--- src/toc_pkg.sv ---
// constants for the timer output compare unit
package toc_pkg;
    localparam int          TOC_W         = 8;
    localparam logic [7:0]  TOC_BOTTOM    = 8'h00;
    localparam logic [7:0]  TOC_MAX       = 8'hFF;
    localparam logic [7:0]  TOC_ONE       = 8'h01;
    localparam logic [2:0]  TOC_CS_STOP   = 3'h0;
    // waveform mode encodings
    localparam logic [2:0]  TOC_WM_NORMAL = 3'h0;
    localparam logic [2:0]  TOC_WM_PCPWM  = 3'h1;
    localparam logic [2:0]  TOC_WM_CLRM   = 3'h2;
    localparam logic [2:0]  TOC_WM_FPWM   = 3'h3;
    localparam logic [2:0]  TOC_WM_PCPWM_A = 3'h5;
    localparam logic [2:0]  TOC_WM_FPWM_A = 3'h7;
    // compare output action encodings
    localparam logic [1:0]  TOC_ACT_NONE  = 2'h0;
    localparam logic [1:0]  TOC_ACT_TOG   = 2'h1;
    localparam logic [1:0]  TOC_ACT_CLR   = 2'h2;
    localparam logic [1:0]  TOC_ACT_SET   = 2'h3;
    // register map, word addresses on the plain port
    localparam logic [3:0]  TOC_A_COUNT   = 4'h0;
    localparam logic [3:0]  TOC_A_CMPA    = 4'h1;
    localparam logic [3:0]  TOC_A_CMPB    = 4'h2;
    localparam logic [3:0]  TOC_A_CTRL    = 4'h3;
    localparam logic [3:0]  TOC_A_FLAGS   = 4'h4;
    localparam logic [3:0]  TOC_A_IEN     = 4'h5;
    localparam logic [3:0]  TOC_A_FORCE   = 4'h6;
    localparam logic [3:0]  TOC_A_STAT    = 4'h7;
    // control register fields
    localparam int          TOC_CTL_WM_LO  = 0;
    localparam int          TOC_CTL_CS_LO  = 3;
    localparam int          TOC_CTL_ACTA_LO = 6;
    localparam int          TOC_CTL_ACTB_LO = 8;
    // flag register bits
    localparam int          TOC_F_CMPA    = 0;
    localparam int          TOC_F_CMPB    = 1;
    localparam int          TOC_F_OVF     = 2;
    localparam logic [15:0] TOC_CTRL_RST  = 16'h0000;
endpackage

--- src/toc_unit.sv ---
// timer output compare unit with counter, flags and pin override
`timescale 1ns/10ps
`default_nettype none
module toc_unit (
    input  wire logic        i_clk_sys,     // system clock, 50 MHz
    input  wire logic        i_arst_n,      // async reset, active low
    input  wire logic        i_tick,        // timer clock enable, same domain
    input  wire logic [3:0]  i_addr,        // register word address
    input  wire logic [15:0] i_wdata,       // write data
    input  wire logic        i_wr,          // write strobe
    input  wire logic        i_rd,          // read strobe
    input  wire logic [1:0]  i_port_val,    // general port output, a/b
    input  wire logic [1:0]  i_pin_dir,     // compare_pin_direction, a/b
    input  wire logic [2:0]  i_irq_ack,     // irq executed: cmpa,cmpb,ovf
    output logic      [15:0] o_rdata,       // read data, cycle after read
    output logic      [2:0]  o_irq,         // irq requests: cmpa,cmpb,ovf
    output logic      [1:0]  o_pin_out,     // pin output value, a/b
    output logic      [1:0]  o_pin_oe       // pin output enable, a/b
);
    import toc_pkg::*;

    logic [7:0]  timer_count_value_ff;
    logic [7:0]  cmp_active_ff [2];
    logic [7:0]  cmp_buf_ff [2];
    logic [15:0] ctrl_ff;
    logic [2:0]  flags_ff;
    logic [2:0]  ien_ff;
    logic [1:0]  compare_output_latch_ff;
    logic        block_ff;
    logic        dir_down_ff;
    logic [1:0]  match_d_ff;

    logic [2:0]  waveform_mode_select;
    logic [2:0]  clock_source_select;
    logic [1:0]  compare_output_action [2];
    logic        pwm_mode;
    logic        dual_slope;
    logic        top_is_a;
    logic [7:0]  top_val;
    logic        run;
    logic        at_top;
    logic        wr_count;
    logic [1:0]  match;
    logic [1:0]  force_compare_strobe;
    logic [7:0]  nxt_count;
    logic        nxt_dir_down;
    logic        update_pt;

    assign waveform_mode_select = ctrl_ff[TOC_CTL_WM_LO +: 3];
    assign clock_source_select  = ctrl_ff[TOC_CTL_CS_LO +: 3];
    assign compare_output_action[0] = ctrl_ff[TOC_CTL_ACTA_LO +: 2];
    assign compare_output_action[1] = ctrl_ff[TOC_CTL_ACTB_LO +: 2];
    assign pwm_mode   = (waveform_mode_select != TOC_WM_NORMAL)
                     && (waveform_mode_select != TOC_WM_CLRM);
    assign dual_slope = (waveform_mode_select == TOC_WM_PCPWM)
                     || (waveform_mode_select == TOC_WM_PCPWM_A);
    assign top_is_a   = (waveform_mode_select == TOC_WM_CLRM)
                     || (waveform_mode_select == TOC_WM_PCPWM_A)
                     || (waveform_mode_select == TOC_WM_FPWM_A);
    // top depends on mode and active compare a, never on action bits
    assign top_val  = top_is_a ? cmp_active_ff[0] : TOC_MAX;
    assign at_top   = (timer_count_value_ff == top_val);
    assign run      = i_tick
                   && (clock_source_select != TOC_CS_STOP);
    assign wr_count = i_wr && (i_addr == TOC_A_COUNT);
    assign force_compare_strobe = (i_wr && i_addr == TOC_A_FORCE)
                                ? i_wdata[1:0] : 2'h0;

    // comparator per channel, suppressed after a count write
    // a blocked match is dropped, never deferred to a later tick
    genvar g;
    generate
        for (g = 0; g < 2; g++) begin : g_cmp
            assign match[g] = run && !block_ff
                && (timer_count_value_ff == cmp_active_ff[g]);
        end
    endgenerate

    // next count and direction from mode and top
    always_comb begin
        nxt_count    = timer_count_value_ff + TOC_ONE;
        nxt_dir_down = dir_down_ff;
        if (dual_slope) begin
            if (!dir_down_ff && at_top) begin
                nxt_dir_down = 1'b1;
                nxt_count    = timer_count_value_ff - TOC_ONE;
            end else if (dir_down_ff
                         && timer_count_value_ff == TOC_BOTTOM) begin
                nxt_dir_down = 1'b0;
                nxt_count    = timer_count_value_ff + TOC_ONE;
            end else if (dir_down_ff) begin
                nxt_count    = timer_count_value_ff - TOC_ONE;
            end
        end else if (waveform_mode_select != TOC_WM_NORMAL && at_top) begin
            nxt_count = TOC_BOTTOM;
        end
    end

    always_ff @(posedge i_clk_sys or negedge i_arst_n) begin
        if (!i_arst_n) begin
            timer_count_value_ff <= TOC_BOTTOM;
            dir_down_ff          <= 1'b0;
        end else if (wr_count) begin
            timer_count_value_ff <= i_wdata[7:0];
        end else if (run) begin
            timer_count_value_ff <= nxt_count;
            dir_down_ff          <= nxt_dir_down;
        end
    end

    // block lasts until the next timer tick, even if stopped
    always_ff @(posedge i_clk_sys or negedge i_arst_n) begin
        if (!i_arst_n) begin
            block_ff <= 1'b0;
        end else if (wr_count) begin
            block_ff <= 1'b1;
        end else if (i_tick) begin
            block_ff <= 1'b0;
        end
    end

    // buffer reload point: top for fast pwm, top while counting up for dual slope
    assign update_pt = run && (dual_slope ? at_top && !dir_down_ff
                                          : at_top);

    generate
        for (g = 0; g < 2; g++) begin : g_ocr
            logic write_cmp;
            assign write_cmp = i_wr
                && (i_addr == (g == 0 ? TOC_A_CMPA : TOC_A_CMPB));
            always_ff @(posedge i_clk_sys or negedge i_arst_n) begin
                if (!i_arst_n) begin
                    cmp_buf_ff[g]    <= TOC_BOTTOM;
                    cmp_active_ff[g] <= TOC_BOTTOM;
                end else begin
                    if (write_cmp) begin
                        cmp_buf_ff[g] <= i_wdata[7:0];
                    end
                    if (!pwm_mode && write_cmp) begin
                        cmp_active_ff[g] <= i_wdata[7:0];
                    end else if (pwm_mode && update_pt) begin
                        cmp_active_ff[g] <= cmp_buf_ff[g];
                    end
                end
            end

            // latch: never touched by a mode change
            always_ff @(posedge i_clk_sys or negedge i_arst_n) begin
                if (!i_arst_n) begin
                    compare_output_latch_ff[g] <= 1'b0;
                end else if (!pwm_mode && (match[g]
                             || force_compare_strobe[g])) begin
                    unique case (compare_output_action[g])
                        TOC_ACT_NONE: ;
                        TOC_ACT_TOG:
                            compare_output_latch_ff[g] <=
                                !compare_output_latch_ff[g];
                        TOC_ACT_CLR: compare_output_latch_ff[g] <= 1'b0;
                        TOC_ACT_SET: compare_output_latch_ff[g] <= 1'b1;
                    endcase
                end else if (pwm_mode && compare_output_action[g][1]) begin
                    // bit0 set means inverted polarity
                    if (match[g]) begin
                        compare_output_latch_ff[g] <=
                            (compare_output_action[g] == TOC_ACT_SET)
                            ^ (dual_slope && dir_down_ff);
                    end else if (run && !dual_slope && at_top) begin
                        compare_output_latch_ff[g] <=
                            (compare_output_action[g] == TOC_ACT_CLR);
                    end
                end else if (pwm_mode && match[g] && g == 0
                             && compare_output_action[g] == TOC_ACT_TOG
                             && waveform_mode_select[2]) begin
                    compare_output_latch_ff[g] <=
                        !compare_output_latch_ff[g];
                end
                // else value held across mode changes
            end

            // pin override, direction still from port logic
            always_ff @(posedge i_clk_sys or negedge i_arst_n) begin
                if (!i_arst_n) begin
                    o_pin_out[g] <= 1'b0;
                    o_pin_oe[g]  <= 1'b0;
                end else begin
                    o_pin_out[g] <= (compare_output_action[g] != TOC_ACT_NONE)
                        ? compare_output_latch_ff[g]
                        : i_port_val[g];
                    o_pin_oe[g]  <= i_pin_dir[g];
                end
            end
        end
    endgenerate

    // flag set one tick after the match
    always_ff @(posedge i_clk_sys or negedge i_arst_n) begin
        if (!i_arst_n) begin
            match_d_ff <= 2'h0;
        end else if (i_tick) begin
            match_d_ff <= match;
        end
    end

    logic [2:0] flag_set;
    logic [2:0] flag_clr;
    assign flag_set[TOC_F_CMPA] = i_tick && match_d_ff[0];
    assign flag_set[TOC_F_CMPB] = i_tick && match_d_ff[1];
    // becomes zero from a count, not from a cpu write
    assign flag_set[TOC_F_OVF]  = run && !wr_count
        && (waveform_mode_select == TOC_WM_NORMAL
            || waveform_mode_select == TOC_WM_CLRM)
        && timer_count_value_ff == TOC_MAX;
    assign flag_clr = ((i_wr && i_addr == TOC_A_FLAGS) ? i_wdata[2:0]
                       : 3'h0) | i_irq_ack;

    always_ff @(posedge i_clk_sys or negedge i_arst_n) begin
        if (!i_arst_n) begin
            flags_ff <= 3'h0;
        end else begin
            flags_ff <= flag_set | (flags_ff & ~flag_clr);
        end
    end

    always_ff @(posedge i_clk_sys or negedge i_arst_n) begin
        if (!i_arst_n) begin
            ctrl_ff <= TOC_CTRL_RST;
            ien_ff  <= 3'h0;
        end else if (i_wr && i_addr == TOC_A_CTRL) begin
            ctrl_ff <= {6'h00, i_wdata[9:0]};
        end else if (i_wr && i_addr == TOC_A_IEN) begin
            ien_ff  <= i_wdata[2:0];
        end
    end

    always_ff @(posedge i_clk_sys or negedge i_arst_n) begin
        if (!i_arst_n) begin
            o_irq <= 3'h0;
        end else begin
            o_irq <= flags_ff & ien_ff & ~i_irq_ack;
        end
    end

    always_ff @(posedge i_clk_sys or negedge i_arst_n) begin
        if (!i_arst_n) begin
            o_rdata <= 16'h0000;
        end else if (i_rd) begin
            unique case (i_addr)
                TOC_A_COUNT: o_rdata <= {8'h00, timer_count_value_ff};
                TOC_A_CMPA:  o_rdata <= {8'h00, pwm_mode ? cmp_buf_ff[0]
                                                 : cmp_active_ff[0]};
                TOC_A_CMPB:  o_rdata <= {8'h00, pwm_mode ? cmp_buf_ff[1]
                                                 : cmp_active_ff[1]};
                TOC_A_CTRL:  o_rdata <= ctrl_ff;
                TOC_A_FLAGS: o_rdata <= {13'h0000, flags_ff};
                TOC_A_IEN:   o_rdata <= {13'h0000, ien_ff};
                TOC_A_STAT:  o_rdata <= {13'h0000, dir_down_ff,
                                         compare_output_latch_ff};
                default:     o_rdata <= 16'h0000;
            endcase
        end else begin
            o_rdata <= 16'h0000;
        end
    end

    property p_flag_a;
        @(posedge i_clk_sys) disable iff (!i_arst_n)
        (i_tick && match_d_ff[0]) |=> flags_ff[TOC_F_CMPA];
    endproperty
    a_flag_a: assert property (p_flag_a)
        else $error("flag a missed");
    property p_block;
        @(posedge i_clk_sys) disable iff (!i_arst_n)
        wr_count |=> !match[0] && !match[1];
    endproperty
    a_block: assert property (p_block)
        else $error("match not blocked");
    property p_wr_pri;
        @(posedge i_clk_sys) disable iff (!i_arst_n)
        wr_count |=> timer_count_value_ff == $past(i_wdata[7:0]);
    endproperty
    a_wr_pri: assert property (p_wr_pri)
        else $error("count write lost");
    property p_stop;
        @(posedge i_clk_sys) disable iff (!i_arst_n)
        (clock_source_select == TOC_CS_STOP && !wr_count)
            |=> $stable(timer_count_value_ff);
    endproperty
    a_stop: assert property (p_stop)
        else $error("count moved stopped");
    property p_set_wins;
        @(posedge i_clk_sys) disable iff (!i_arst_n)
        flag_set[TOC_F_OVF] |=> flags_ff[TOC_F_OVF];
    endproperty
    a_set_wins: assert property (p_set_wins)
        else $error("ovf lost");
    property p_wrap;
        @(posedge i_clk_sys) disable iff (!i_arst_n)
        (run && !wr_count && waveform_mode_select == TOC_WM_NORMAL
         && timer_count_value_ff == TOC_MAX)
            |=> timer_count_value_ff == TOC_BOTTOM;
    endproperty
    a_wrap: assert property (p_wrap) else $error("no wrap");
    property p_none;
        @(posedge i_clk_sys) disable iff (!i_arst_n)
        (compare_output_action[0] == TOC_ACT_NONE && !pwm_mode)
            |=> $stable(compare_output_latch_ff[0]);
    endproperty
    a_none: assert property (p_none) else $error("latch moved");
    property p_ovr;
        @(posedge i_clk_sys) disable iff (!i_arst_n)
        compare_output_action[1] != TOC_ACT_NONE
            |=> o_pin_out[1] == $past(compare_output_latch_ff[1]);
    endproperty
    a_ovr: assert property (p_ovr) else $error("no override");
    c_force: cover property (@(posedge i_clk_sys) force_compare_strobe[0]);
    c_ovf: cover property (@(posedge i_clk_sys) flag_set[TOC_F_OVF]);
    c_pwm: cover property (@(posedge i_clk_sys) pwm_mode && update_pt);
endmodule
`default_nettype wire
--- config.mk ---
export PLATFORM = sky130hd
export DESIGN_NAME = toc_unit
export DESIGN_NICKNAME = d
export VERILOG_FILES = /design/src/toc_pkg.sv /design/src/toc_unit.sv
export SDC_FILE = /design/constraint.sdc
export NUM_CORES = 1
export LEC_CHECK = 0
export BUFFER_PORTS_ARGS = -buffer_cell sky130_fd_sc_hd__buf_2
export CAP_MARGIN = 20
export CORE_AREA = 8 8 97 99
export CTS_CLUSTER_DIAMETER = 30
export CTS_CLUSTER_SIZE = 10
export DETAILED_ROUTE_END_ITERATION = 10
export DIE_AREA = 0 0 105 107
export PLACE_DENSITY_LB_ADDON = 0.2
export SYNTH_ARGS = -nofsm -noshare
export SYNTH_HDL_FRONTEND = slang
export SYNTH_SLANG_ARGS = --single-unit
--- constraint.sdc ---
create_clock -name i_clk_sys -period 6.7 [get_ports i_clk_sys]
set_input_delay 1.34 -clock i_clk_sys [delete_from_list [all_inputs] [get_ports i_clk_sys]]
set_output_delay 1.34 -clock i_clk_sys [all_outputs]
set_load 0.02 [all_outputs]
Word level (Yosys, flattened, before mapping)

Cells that the tools add are included.

Flip-flop bits (word level): 85
Input port bits: 32
Output and inout bits: 23
Word-level logic and storage cells: 159

$add $sub $neg: 2
Eq/ne operators: 25
Muxes and demuxes: 36
Bitwise logic cells: 11
Reduce and logical (&&, ||, !) cells: 66

Operator list:

| kind                  | count |
|---|---|
| $mux W8               | 14 |
| $pmux W10 S7          | 1 |
| $logic_and A1 B1 Y1   | 34 |
| $eq A8 B8 Y1          | 3 |
| $eq A4 B3 Y1 const B  | 4 |
| $mux W1               | 16 |
| $mux W16              | 1 |
| $reduce_bool A2 Y1    | 8 |
| $reduce_bool A3 Y1    | 4 |
| $and A3 B3 Y3         | 3 |
| $add A8 B1 Y8 const B | 1 |
| $eq A2 B2 Y1 const B  | 4 |
| $eq A4 B2 Y1 const B  | 2 |
| $eq A8 B8 Y1 const B  | 1 |
| $logic_not A8 Y1      | 1 |
| $ne A4 B1 Y1 const B  | 2 |
| $sub A8 B1 Y8 const B | 1 |
| $logic_not A1 Y1      | 7 |
| $eq A3 B3 Y1 const B  | 2 |
| $logic_or A1 B1 Y1    | 6 |
| $not A3 Y3            | 2 |
| $or A3 B3 Y3          | 2 |
| $pmux W1 S3           | 2 |
| $reduce_and A3 Y1     | 2 |
| other kinds (14)      | 17 |

Longest topological paths before layout

Gate-level depths: netlist of run 1.

Depth after elaboration: 11
Mapped depth: 12
Depth with buffers taken out: 9

Worst setup path after synthesis of run 1

OpenSTA, ideal clock, no wires.

Path type: input -> register
From: input i_addr[2]
To: register cmp_active_ff[8] in the netlist's numbering
Library setup time: 0.076 ns
Arrival time: 2.950 ns
Required time: 6.624 ns
Setup slack: 3.674 ns
Cell stages on the path: 7
Path buffers: 2
Cells stage by stage: clkbuf_1 -> nor2_1 -> nand3_1 -> nor2_1 -> clkbuf_2 -> nand2_1 -> o21ai_1

Cells in the longest elaborated chain, start to end: 4
Elaborated cells between the ends (all ways): 5
Those cells by class: eq/ne: 1; mux: 1; reduce/logical: 3

RTL lines:

| element                                       | RTL line        | source |
|---|---|---|
| start: declaration                            | toc_unit.sv:8   | `input wire logic [3:0] i_addr,` |
| $eq A4 B1 Y1 (*)                              | toc_unit.sv:130 | `&& (i_addr == (g == 0 ? TOC_A_CMPA : TOC_A_CMPB));` |
| $logic_and A1 B1 Y1 (*)                       | toc_unit.sv:130 |  |
| $logic_and A1 B1 Y1 (*)                       | toc_unit.sv:139 | `if (!pwm_mode && write_cmp) begin` |
| $mux W8 or $reduce_bool A2 Y1 (tied branches) | -               |  |
| end signal: indexed assignment                | toc_unit.sv:140 | `cmp_active_ff[g] <= i_wdata[7:0];` |
| end signal: indexed assignment                | toc_unit.sv:142 | `cmp_active_ff[g] <= cmp_buf_ff[g];` |
| end: declaration                              | toc_unit.sv:23  | `logic [7:0] cmp_active_ff [2];` |

Every way passes the cells marked *; elsewhere a longest branch is shown, timed or not.
A chain may end at the register's enable or synchronous reset.

Worst setup path after layout of run 1

From: input i_addr[2]
To: register cmp_active_ff[6] in the netlist's numbering

Cells in the longest elaborated chain, start to end: 4
Elaborated cells between the ends (all ways): 5
Those cells by class: eq/ne: 1; mux: 1; reduce/logical: 3

RTL lines:

| element                                       | RTL line |
|---|---|
| $eq A4 B2 Y1 (*)                              | toc_unit.sv:130 |
| $logic_and A1 B1 Y1 (*)                       | toc_unit.sv:130 |
| $logic_and A1 B1 Y1 (*)                       | toc_unit.sv:139 |
| $mux W8 or $reduce_bool A2 Y1 (tied branches) | - |

Marked as above.

==> results of run 1 <==
-- worst max-delay path by stage --
stage,start,end,slack [ns]
floorplan,i_addr[2],cmp_active_ff[8],3.67
global placement,i_tick,cmp_active_ff[10],2.98
finish,i_addr[2],cmp_active_ff[6],3.22
CTS,i_addr[2],cmp_active_ff[7],3.28
detailed placement,i_addr[2],cmp_active_ff[7],2.90
global route,i_addr[2],cmp_active_ff[6],2.99
-- flip-flops by register name, summed over array words and instances (netlist names) --
name	count
flags_ff	3
ctrl_ff	10
compare_output_latch_ff	2
dir_down_ff	1
o_pin_oe	2
o_irq	3
block_ff	1
ien_ff	3
timer_count_value_ff	8
cmp_active_ff	16
o_pin_out	2
match_d_ff	2
o_rdata	10
cmp_buf_ff	16
-- kinds of logic (layout without fill, tap and decap cells) --
kind of cell    Yosys count  count (layout)  share of synthesized area (%)
buf+inv                  57              77                          5.860
xor+xnor                 15              15                          2.810
mux                      55              55                          12.63
other cells               1               6                        0.08020
compound gates          113             113                          15.84
simple gates            182             182                          18.62
flops                    79              79                          42.28
fa+ha+maj                 7               7                          1.873
-- Yosys cell counts, drive strengths merged, types with 2 or more instances --
master   count  area (sq um)
ha           7         87.58
a221oi       3         26.28
o21bai       2         15.01
o21ai       41         209.0
a21oi       30         150.1
nand2b       4         25.02
xnor2        2         17.52
nor2        41         153.9
and2         3         18.77
a2111oi      2         55.05
mux2i       23         230.2
a32oi        2         17.52
nor4         2         12.51
nand4        3         18.77
nand3       17         90.09
a22o         4         35.03
or2          2         12.51
and4         3         26.28
nor2b        9         63.81
nor3        11         55.05
a22oi        3         22.52
nand2       65         244.0
a31oi        4         25.02
o211ai       2         15.01
buf         17         121.4
clkbuf      23         88.84
a32o         2         20.02
and3        13         81.33
inv         17         63.81
o22ai        7         43.79
mux2        32         360.3
dfrtp       79          1977
xor2        13         113.9
nand3b       3         22.52
or3          2         12.51
-- worst max-delay path, stage by stage --
cell	delay, ns
buf_2	0.17
nor2_1	0.57
nand3_1	0.51
nor2_1	0.87
o21ai_1	0.20
-- per-layer routing --
| metal | vias up | track usage, % | part of all wire, % |
|---|---|---|---|
| li1 | 1812 | - | - |
| met1 | 1889 | 29.55 | 43 |
| met2 | 229 | 36.38 | 47 |
| met3 | 22 | 5.039 | 8.3 |
| met4 | 0 | 8.869 | 2.2 |
| met5 | - | 0 | 0 |
-- stage by stage --
step                instance area, sq um  setup slack, ns  total power, uW  util [%]  hold slack, ns
floorplan                           4695            3.674             1227         -          0.4549
global placement                    4836            2.982             1369     61.00          0.4794
global route                        5069            2.987             1882     63.94          0.5357
CTS                                 5041            3.277             1762     63.59          0.5077
detailed placement                  4836            2.901             1396     61.00          0.4961
finish                              5069            3.219             1772     63.94          0.5063
-- power groups by stage --
stage / Combinational (uW) / Clock [uW] / Sequential, uW
2_1_floorplan: 532 / 0 / 695
4_1_cts: 620 / 371 / 771
6_report: 628 / 365 / 779
5_1_grt: 694 / 391 / 797
3_5_place_dp: 616 / 0 / 780
3_3_place_gp: 595 / 0 / 774
-- area by class of cell --
cell class / instances / area, sq um / share of cell area, %
multi-input combinational: 378 / 2444 / 48.21
tap: 105 / 131.4 / 2.592
clock buffer: 10 / 137.6 / 2.715
sequential: 79 / 1977 / 39.00
timing repair buffer: 44 / 247.7 / 4.888
clock inverter: 6 / 67.56 / 1.333
inverter: 17 / 63.81 / 1.259
==> metrics, run 1 <==
status=finished clean; number of top-level pins=55; Tmin final=3.481 ns; crit path max fanout=16; Comb pwr share=35.4%; yosys warns=0; most frequent cells in the layout=dfrtp_1 (79), nand2_1 (65), nor2_1 (41), buf_2 (41); Clock Latency Late Sink=0.35 ns; Setup Fix Bufs, Post-CTS=0; Int Pwr=1062 uW; synthesized cell area=4676 sq um; antenna violations before repair=0; hold depth=1; Seq pwr share=44.0%; Worst Path Required=6.88 ns; Rows=33; MaxCap Viol Count=0; P_leak=0.002295 uW; period utilization=51.96%; Starting Density=58.98%; reg2reg path depth=7; Hold Crit Class=flop to flop; Syn-to-layout area delta=8.402%; Die Area=11240 sq um; cell total after placement=622; Tot GR Track Use=22.77%; Finish-stage setup viols=0; fin nets=568; slew margin rel.=30.07%; Critical Path Start Type=primary input; first-pass GRT wire length=20.20 mm; Main synth FF type=dfrtp_1; total CTS buffers=9; crit end category=flop; Slew Viols, Final=0; die height=107 um; # diodes=0; Mean Syn Cell Area=9.186 sq um; layout cells sized above 1=18.35%; Fmax=0.2872 GHz; Peak VDD IR=0.1941 mV; DP HPWL=8.862 mm; CTS Root Cell=clkbuf_8; Worst EP arrival=3.66 ns; final cell count without fillers=639; most common cell after layout, fill and taps aside=dfrtp_1; CTS Sinks=79; Worst Tran Pin Value=1.049 ns; Post-CTS Hold Buffers=0; power per standard cell area=349.7 nW/um^2; post-route ant nets=0; Synth Instances=509; post-CTS sizing=0; largest net degree at the start of global routing=80; switching share of power=40.11%; routability cong.=0.9236; hold path startpoint=match_d_ff[1]; CORE AREA=7928 sq um; vias in the first global route=3802; TNS Setup=0 ns; Die W=105 um; initial DRC count=352; drt pass-1 iters=5; Clock Power Share=20.6%; fill cell count=697; Worst-path clk slew=0.08 ns; EDFF count, synth=0; R2R Path Start=timer_count_value_ff[2]; H-tree level count=3; vias per std cell=6.185; RSZ-0062 raised after global routing=false; synthesis-stage register bit count=79; Post-Route WL=12.49 mm; Synth cell types=60; vias=3952; Avg WL per Cell=19.55 um; FF-to-FF End=cmp_active_ff[7]; register area share after synthesis=42.28%; clk buf depth=2; Overflow after GRT=0; Post-route DRC=0; NetSw=710.9 uW; IO Port Bufs=42; endpoints failing hold=0; Worst Clk Skew=0.01195 ns; ys async rst share=100.0%; CTS tree=built; R2R Setup Slk=3.34 ns; CP Class=primary input to flop; Worst Hold End=flags_ff[1]
No activity file was read; power rests on OpenSTA's default activity.
==> inputs of run 2 (changes only) <==
--- a/config.mk
+++ b/config.mk
@@ -5,13 +5,14 @@
 export SDC_FILE = /design/constraint.sdc
 export NUM_CORES = 1
 export LEC_CHECK = 0
+export ABC_AREA = 1
 export BUFFER_PORTS_ARGS = -buffer_cell sky130_fd_sc_hd__buf_2
 export CAP_MARGIN = 20
-export CORE_AREA = 8 8 97 99
+export CORE_AREA = 8 8 105 107
 export CTS_CLUSTER_DIAMETER = 30
 export CTS_CLUSTER_SIZE = 10
 export DETAILED_ROUTE_END_ITERATION = 10
-export DIE_AREA = 0 0 105 107
+export DIE_AREA = 0 0 113 115
 export PLACE_DENSITY_LB_ADDON = 0.2
 export SYNTH_ARGS = -nofsm -noshare
 export SYNTH_HDL_FRONTEND = slang
==> constraint.sdc (replaced) <==
create_clock -name i_clk_sys -period 2.9 [get_ports i_clk_sys]
set_input_delay 0.58 -clock i_clk_sys [delete_from_list [all_inputs] [get_ports i_clk_sys]]
set_output_delay 0.58 -clock i_clk_sys [all_outputs]
set_load 0.02 [all_outputs]
==> run 2 against run 1 <==
Net effect:
- synthesized cell count grew 27%
- critical path type is now flop to flop
- combinational power grew 130%
- critical endpoint is now timer_count_value_ff[7]
- cell count grew 26%
- cell area grew 5.3%
- sequential share of layout area shrank 2.0 points
- worst hold slack lost 0.48 ns
- non-clock buffer count grew 3
==> metrics, run 2 <==
CORE AREA=9459 sq um; largest net degree at the start of global routing=70; CTS Sinks=79; vias=4417; register area share after synthesis=40.90%; ys async rst share=100.0%; Synth cell types=39; crit end category=flop; status=finished clean; Setup Fix Bufs, Post-CTS=0; Worst setup startpoint=timer_count_value_ff[2]; endpoints failing hold=0; synthesized cell area=4833 sq um; Tmin final=2.162 ns; antenna violations before repair=0; Worst Path Required=3.15 ns; Syn-to-layout area delta=10.41%; most common cell after layout, fill and taps aside=nand2_1; Fmax=0.4625 GHz; fin nets=726; fin worst setup slack=0.7378 ns; hold_ws=0.02269 ns; routability cong.=0.9734; R2R Path Start=timer_count_value_ff[2]; Worst-path clk slew=0.10 ns; Slew Viols, Final=0; CP Class=flop to flop; Post-Route WL=13.49 mm; DP HPWL=10.18 mm; Critical Path Start Type=flop; Clock Latency Late Sink=0.37 ns; reg2reg path depth=9; RSZ-0062 raised after global routing=false; post-CTS sizing=0; Worst Tran Pin Value=0.5776 ns; biggest regs=cmp_active_ff: 16 flops, cmp_buf_ff: 16 flops; Tot GR Track Use=21.59%; Avg WL per Cell=16.74 um; vias in the first global route=4315; Die Area=13000 sq um; FF-to-FF End=timer_count_value_ff[7]; main area contributors after synthesis=dfrtp_1 (41%), nand2_1 (12%), o21ai_0 (6.2%); CTS Root Cell=clkbuf_8; TNS Setup=0 ns; MaxCap Viol Count=0; dpl ws=0.7291 ns; crit path max fanout=9; Worst Clk Skew=0.01155 ns; layout cells sized above 1=15.17%; drt pass-1 iters=5; die height=115 um; EDFF count, synth=0; Hold Crit Class=primary input to asynchronous set/reset pin; Worst EP arrival=2.41 ns; total power=3925 uW; # diodes=0; CTS tree=built; period utilization=74.56%; share of the synthesized area in the top cell type=40.90%; synthesis-stage register bit count=79; post-route ant nets=0; H-tree level count=3; Synth area leader=dfrtp_1; final cell count without fillers=806; IO Port Bufs=42; Overflow after GRT=0; Main synth FF type=dfrtp_1; number of top-level pins=55; Peak VDD IR=0.3033 mV; Synth Instances=646; Post-route DRC=0; yosys warns=0; vias per std cell=5.480; Post-CTS Hold Buffers=0; slew margin rel.=61.40%; cell total after placement=790; clk buf depth=2; R2R Setup Slk=0.74 ns; total CTS buffers=9; most frequent cells in the layout=nand2_1 (158), inv_1 (79), dfrtp_1 (79); Die W=113 um; Finish-stage setup viols=0; Rows=36; Starting Density=51.10%; top-count cell post-synth=nand2_1; first-pass GRT wire length=21.91 mm; commonest cells in the netlist=nand2_1 (158), dfrtp_1 (79), inv_1 (79), o21ai_0 (60), nor2_1 (53); Mean Syn Cell Area=7.482 sq um; P_leak=0.002711 uW; power per standard cell area=735.6 nW/um^2; initial DRC count=356
-- run 2: changes by cell type after synthesis, moves of 8 or more --
cell	before	now
nor2b_1	8	0
o22ai_1	7	17
inv_1	17	79
o21ai_1	22	6
nand2_1	65	158
mux2_2	30	0
inv_2	0	14
nand3_1	16	40
clkbuf_1	21	7
and3_1	13	0
nor2_1	41	53
o21ai_0	18	60
mux2i_1	23	0
-- run 2: metrics by stage --
step                      util (%)  instance area [sq um]
after detailed placement     54.17                   5124
final                        56.42                   5336
after CTS                    56.42                   5336
after global placement       54.17                   5124
after floorplan                  -                   4852
after global routing         56.42                   5336
-- run 2: routing by layer --
layer	track usage, %	part of all wire (%)	vias up
met5	0	0	-
met4	9.325	3.3	0
met3	3.939	6.5	37
met2	35.87	48	167
met1	27.06	43	2048
li1	-	-	2165
-- run 2: cells by family (layout without fill, tap and decap cells) --
| kind of cell | after synthesis | in the layout | share of synthesized area (%) |
|---|---|---|---|
| AND/OR/NAND/NOR | 291 | 291 | 27.31 |
| other | 1 | 6 | 0.07759 |
| AO/OA/AOI/OAI | 129 | 129 | 15.97 |
| adder cells (fa/ha/maj) | 7 | 7 | 1.812 |
| buffers and inverters | 119 | 160 | 10.30 |
| XOR/XNOR | 20 | 20 | 3.624 |
| flip-flops | 79 | 79 | 40.90 |
-- run 2: final cells by class --
cell class / instances / area [sq um]
sequential: 79 / 1977
clock buffer: 10 / 137.6
tap: 114 / 142.6
clock inverter: 6 / 75.07
fill: 918 / 4123
timing repair buffer: 47 / 262.8
multi-input combinational: 453 / 2377
inverter: 97 / 364.1
-- run 2: where the power goes --
part,switching (uW),internal (uW),total [uW]
sequential,261,1320,1580
combinational,942,496,1440
clock,470,435,906
-- run 2: worst max-delay path: stages, from the launching register on --
cell and delay [ns]:
dfrtp_1 0.63, nand3_1 0.18, nor2_1 0.33, a21oi_4 0.08, nor2_8 0.19, nand4_1 0.23
nand2_1 0.17, clkinv_1 0.09, nand3_1 0.08, nand2_1 0.06
-- run 2: worst max path at each step --
stage                                          to  slack (ns)  cells past startpoint
after global routing            cmp_active_ff[15]        0.64                      8
after global placement           cmp_active_ff[8]        0.78                      7
after floorplan                  cmp_active_ff[5]        1.12                      7
after detailed placement  timer_count_value_ff[0]        0.73                      8
after CTS                       cmp_active_ff[15]        0.78                      8
final                     timer_count_value_ff[7]        0.74                      9
==> inputs of run 3 (changes only) <==
==> constraint.sdc (replaced) <==
create_clock -name i_clk_sys -period 1.79 [get_ports i_clk_sys]
set_input_delay 0.358 -clock i_clk_sys [delete_from_list [all_inputs] [get_ports i_clk_sys]]
set_output_delay 0.358 -clock i_clk_sys [all_outputs]
set_load 0.02 [all_outputs]
==> run 3 against run 2 <==
Net effect:
- first-iteration DRC count decreased by 11%
- clock-buffer cell count unchanged
- via count increased by 6.3%
- utilization increased by 6.2 points
- sequential power increased by 61%
- global-route usage increased by 0.74 points
- sequential share of layout area decreased by 3.5 points
- total power increased by 77%
- non-clock buffer count increased by 56
- worst hold slack improved by 0.079 ns
- critical path type unchanged
==> metrics, run 3 (synthesis results as in run 2) <==
vias=4696; Die Area=13000 sq um; clk buf depth=2; first-pass GRT wire length=22.73 mm; Clock Latency Late Sink=0.36 ns; # diodes=0; final core utilization=62.59%; largest net degree at the start of global routing=35; Buf+Inv Stages, Crit Path=2; P_leak=0.003013 uW; Worst Hold End=o_pin_oe[1]; CP peak stage delay=0.44 ns; Syn-to-layout area delta=22.50%; vias per std cell=5.454; total CTS buffers=9; fin worst setup slack=0.01833 ns; antenna violations before repair=0; Critical Path Start Type=flop; Tot GR Track Use=22.33%; power per standard cell area=1171 nW/um^2; dpl ws=-0.05204 ns; routability cong.=0.9585; MaxCap Viol Count=0; Placement Cell Area=5472 sq um; Tmin final=1.772 ns; most frequent cells in the layout=nand2_1 (145), inv_1 (79), dfrtp_1 (71); biggest regs=cmp_active_ff: 16 flops, cmp_buf_ff: 16 flops; Worst-path clk slew=0.08 ns; Post-Route WL=14.04 mm; crit end category=flop; Overflow after GRT=0; post-route ant nets=0; FF-to-FF End=cmp_active_ff[1]; Rows=36; Avg WL per Cell=16.31 um; H-tree level count=3; TNS Setup=0 ns; drt pass-1 iters=6; Peak VDD IR=0.6333 mV; Finish-stage setup viols=0; CTS tree=built; crit path max fanout=6; number of top-level pins=55; Worst Clk Skew=0.009090 ns; layout cells sized above 1=25.97%; fin nets=782; period utilization=98.98%; reg2reg path depth=10; DP HPWL=10.77 mm; CP delay by family, top=simple AND/OR/NAND/NOR gates; IO Port Bufs=42; Post-route DRC=0; Worst Path Required=2.02 ns; R2R Path Start=timer_count_value_ff[4]; Hold Crit Class=primary input to flop; CTS Root Cell=clkbuf_8; CP max stage cell=dfrtp_2; hold path startpoint=i_pin_dir[1]; CORE AREA=9459 sq um; Die W=113 um; RSZ-0062 raised after global routing=true; Starting Density=51.10%; Slew Viols, Final=0; Fmax=0.5644 GHz; Worst EP arrival=2.01 ns; status=finished clean; CTS Sinks=79; die height=115 um; most common cell after layout, fill and taps aside=nand2_1; crit path cell chain=inv_2 -> nand2_2 -> nand2_2 -> nor2_4 -> nand3_4 -> nor2_8 -> nand3_4 -> buf_12 -> nand3_1 -> o221ai_2; hold depth=1; endpoints failing hold=0; total power=6936 uW; R2R Setup Slk=0.02 ns; CP Class=flop to flop; post-route cell area=5921 sq um; initial DRC count=317; vias in the first global route=4606
## run 3: cell count changes in the layout (fill, tap and decap cells not counted), sizes merged
| cell | delta |
|---|---|
| clkbuf | +1 |
| clkinvlp | -1 |
| inv | -1 |
| dlygate4sd3 | +1 |
| buf | +54 |
| clkinv | +1 |
## run 3: stage by stage
stage / instances / hold WS, ns
2_1_floorplan: 651 / 0.06241
3_3_place_gp: 833 / 0.3001
3_5_place_dp: 833 / 0.3089
4_1_cts: 852 / 0.09284
5_1_grt: 861 / 0.08174
6_report: 861 / 0.1014
## run 3: final cells by class
class,instances,area [sq um]
clock buffers,10,127.6
fillers,838,3538
inverters,97,366.6
repair buffers,103,743.2
flip-flops and latches,79,1987
clock inverters,5,57.56
well taps,114,142.6
multi-input cells,453,2496
## run 3: how the worst max path moves through the flow
stage,startpoint,endpoint,depth (start not counted)
3_5_place_dp,timer_count_value_ff[0],timer_count_value_ff[6],9
4_1_cts,timer_count_value_ff[5],timer_count_value_ff[6],11
3_3_place_gp,timer_count_value_ff[0],timer_count_value_ff[6],9
2_1_floorplan,timer_count_value_ff[0],cmp_active_ff[5],9
5_1_grt,timer_count_value_ff[6],cmp_active_ff[0],10
6_report,timer_count_value_ff[4],cmp_active_ff[1],10
## run 3: power by group
part | internal, uW | total, uW | leakage (uW) | switching (uW)
registers | 2160 | 2550 | 0.000992 | 389
logic | 1300 | 3090 | 0.00192 | 1790
clock network | 640 | 1300 | 0.0000965 | 656
total | 4100 | 6940 | 0.00301 | 2840
## run 3: routing by layer
metal	track usage (%)	routed length [um]	vias to the layer above
met1	27.14	5911	2176
met4	10.75	512	0
met5	0	0	-
li1	-	-	2283
met3	3.834	891	49
met2	37.86	6727	188
## run 3: timing repair
item | CTS | global route
resized for setup | 8 | 39
pin swaps | 2 | 26
hold buffers | 1 | 0
setup buffers | 3 | 8
endpoints found under the setup margin | 8 | 26
gates cloned | 0 | 1
endpoints found under the hold margin | 27 | 0
## run 3: worst reg2reg max path: stages, from the launching register on
cell,delay [ns]
dfrtp_2,0.44
inv_2,0.07
nand2_2,0.06
nand2_2,0.06
nor2_4,0.15
nand3_4,0.10
nor2_8,0.17
nand3_4,0.21
buf_12,0.21
nand3_1,0.08
o221ai_2,0.10
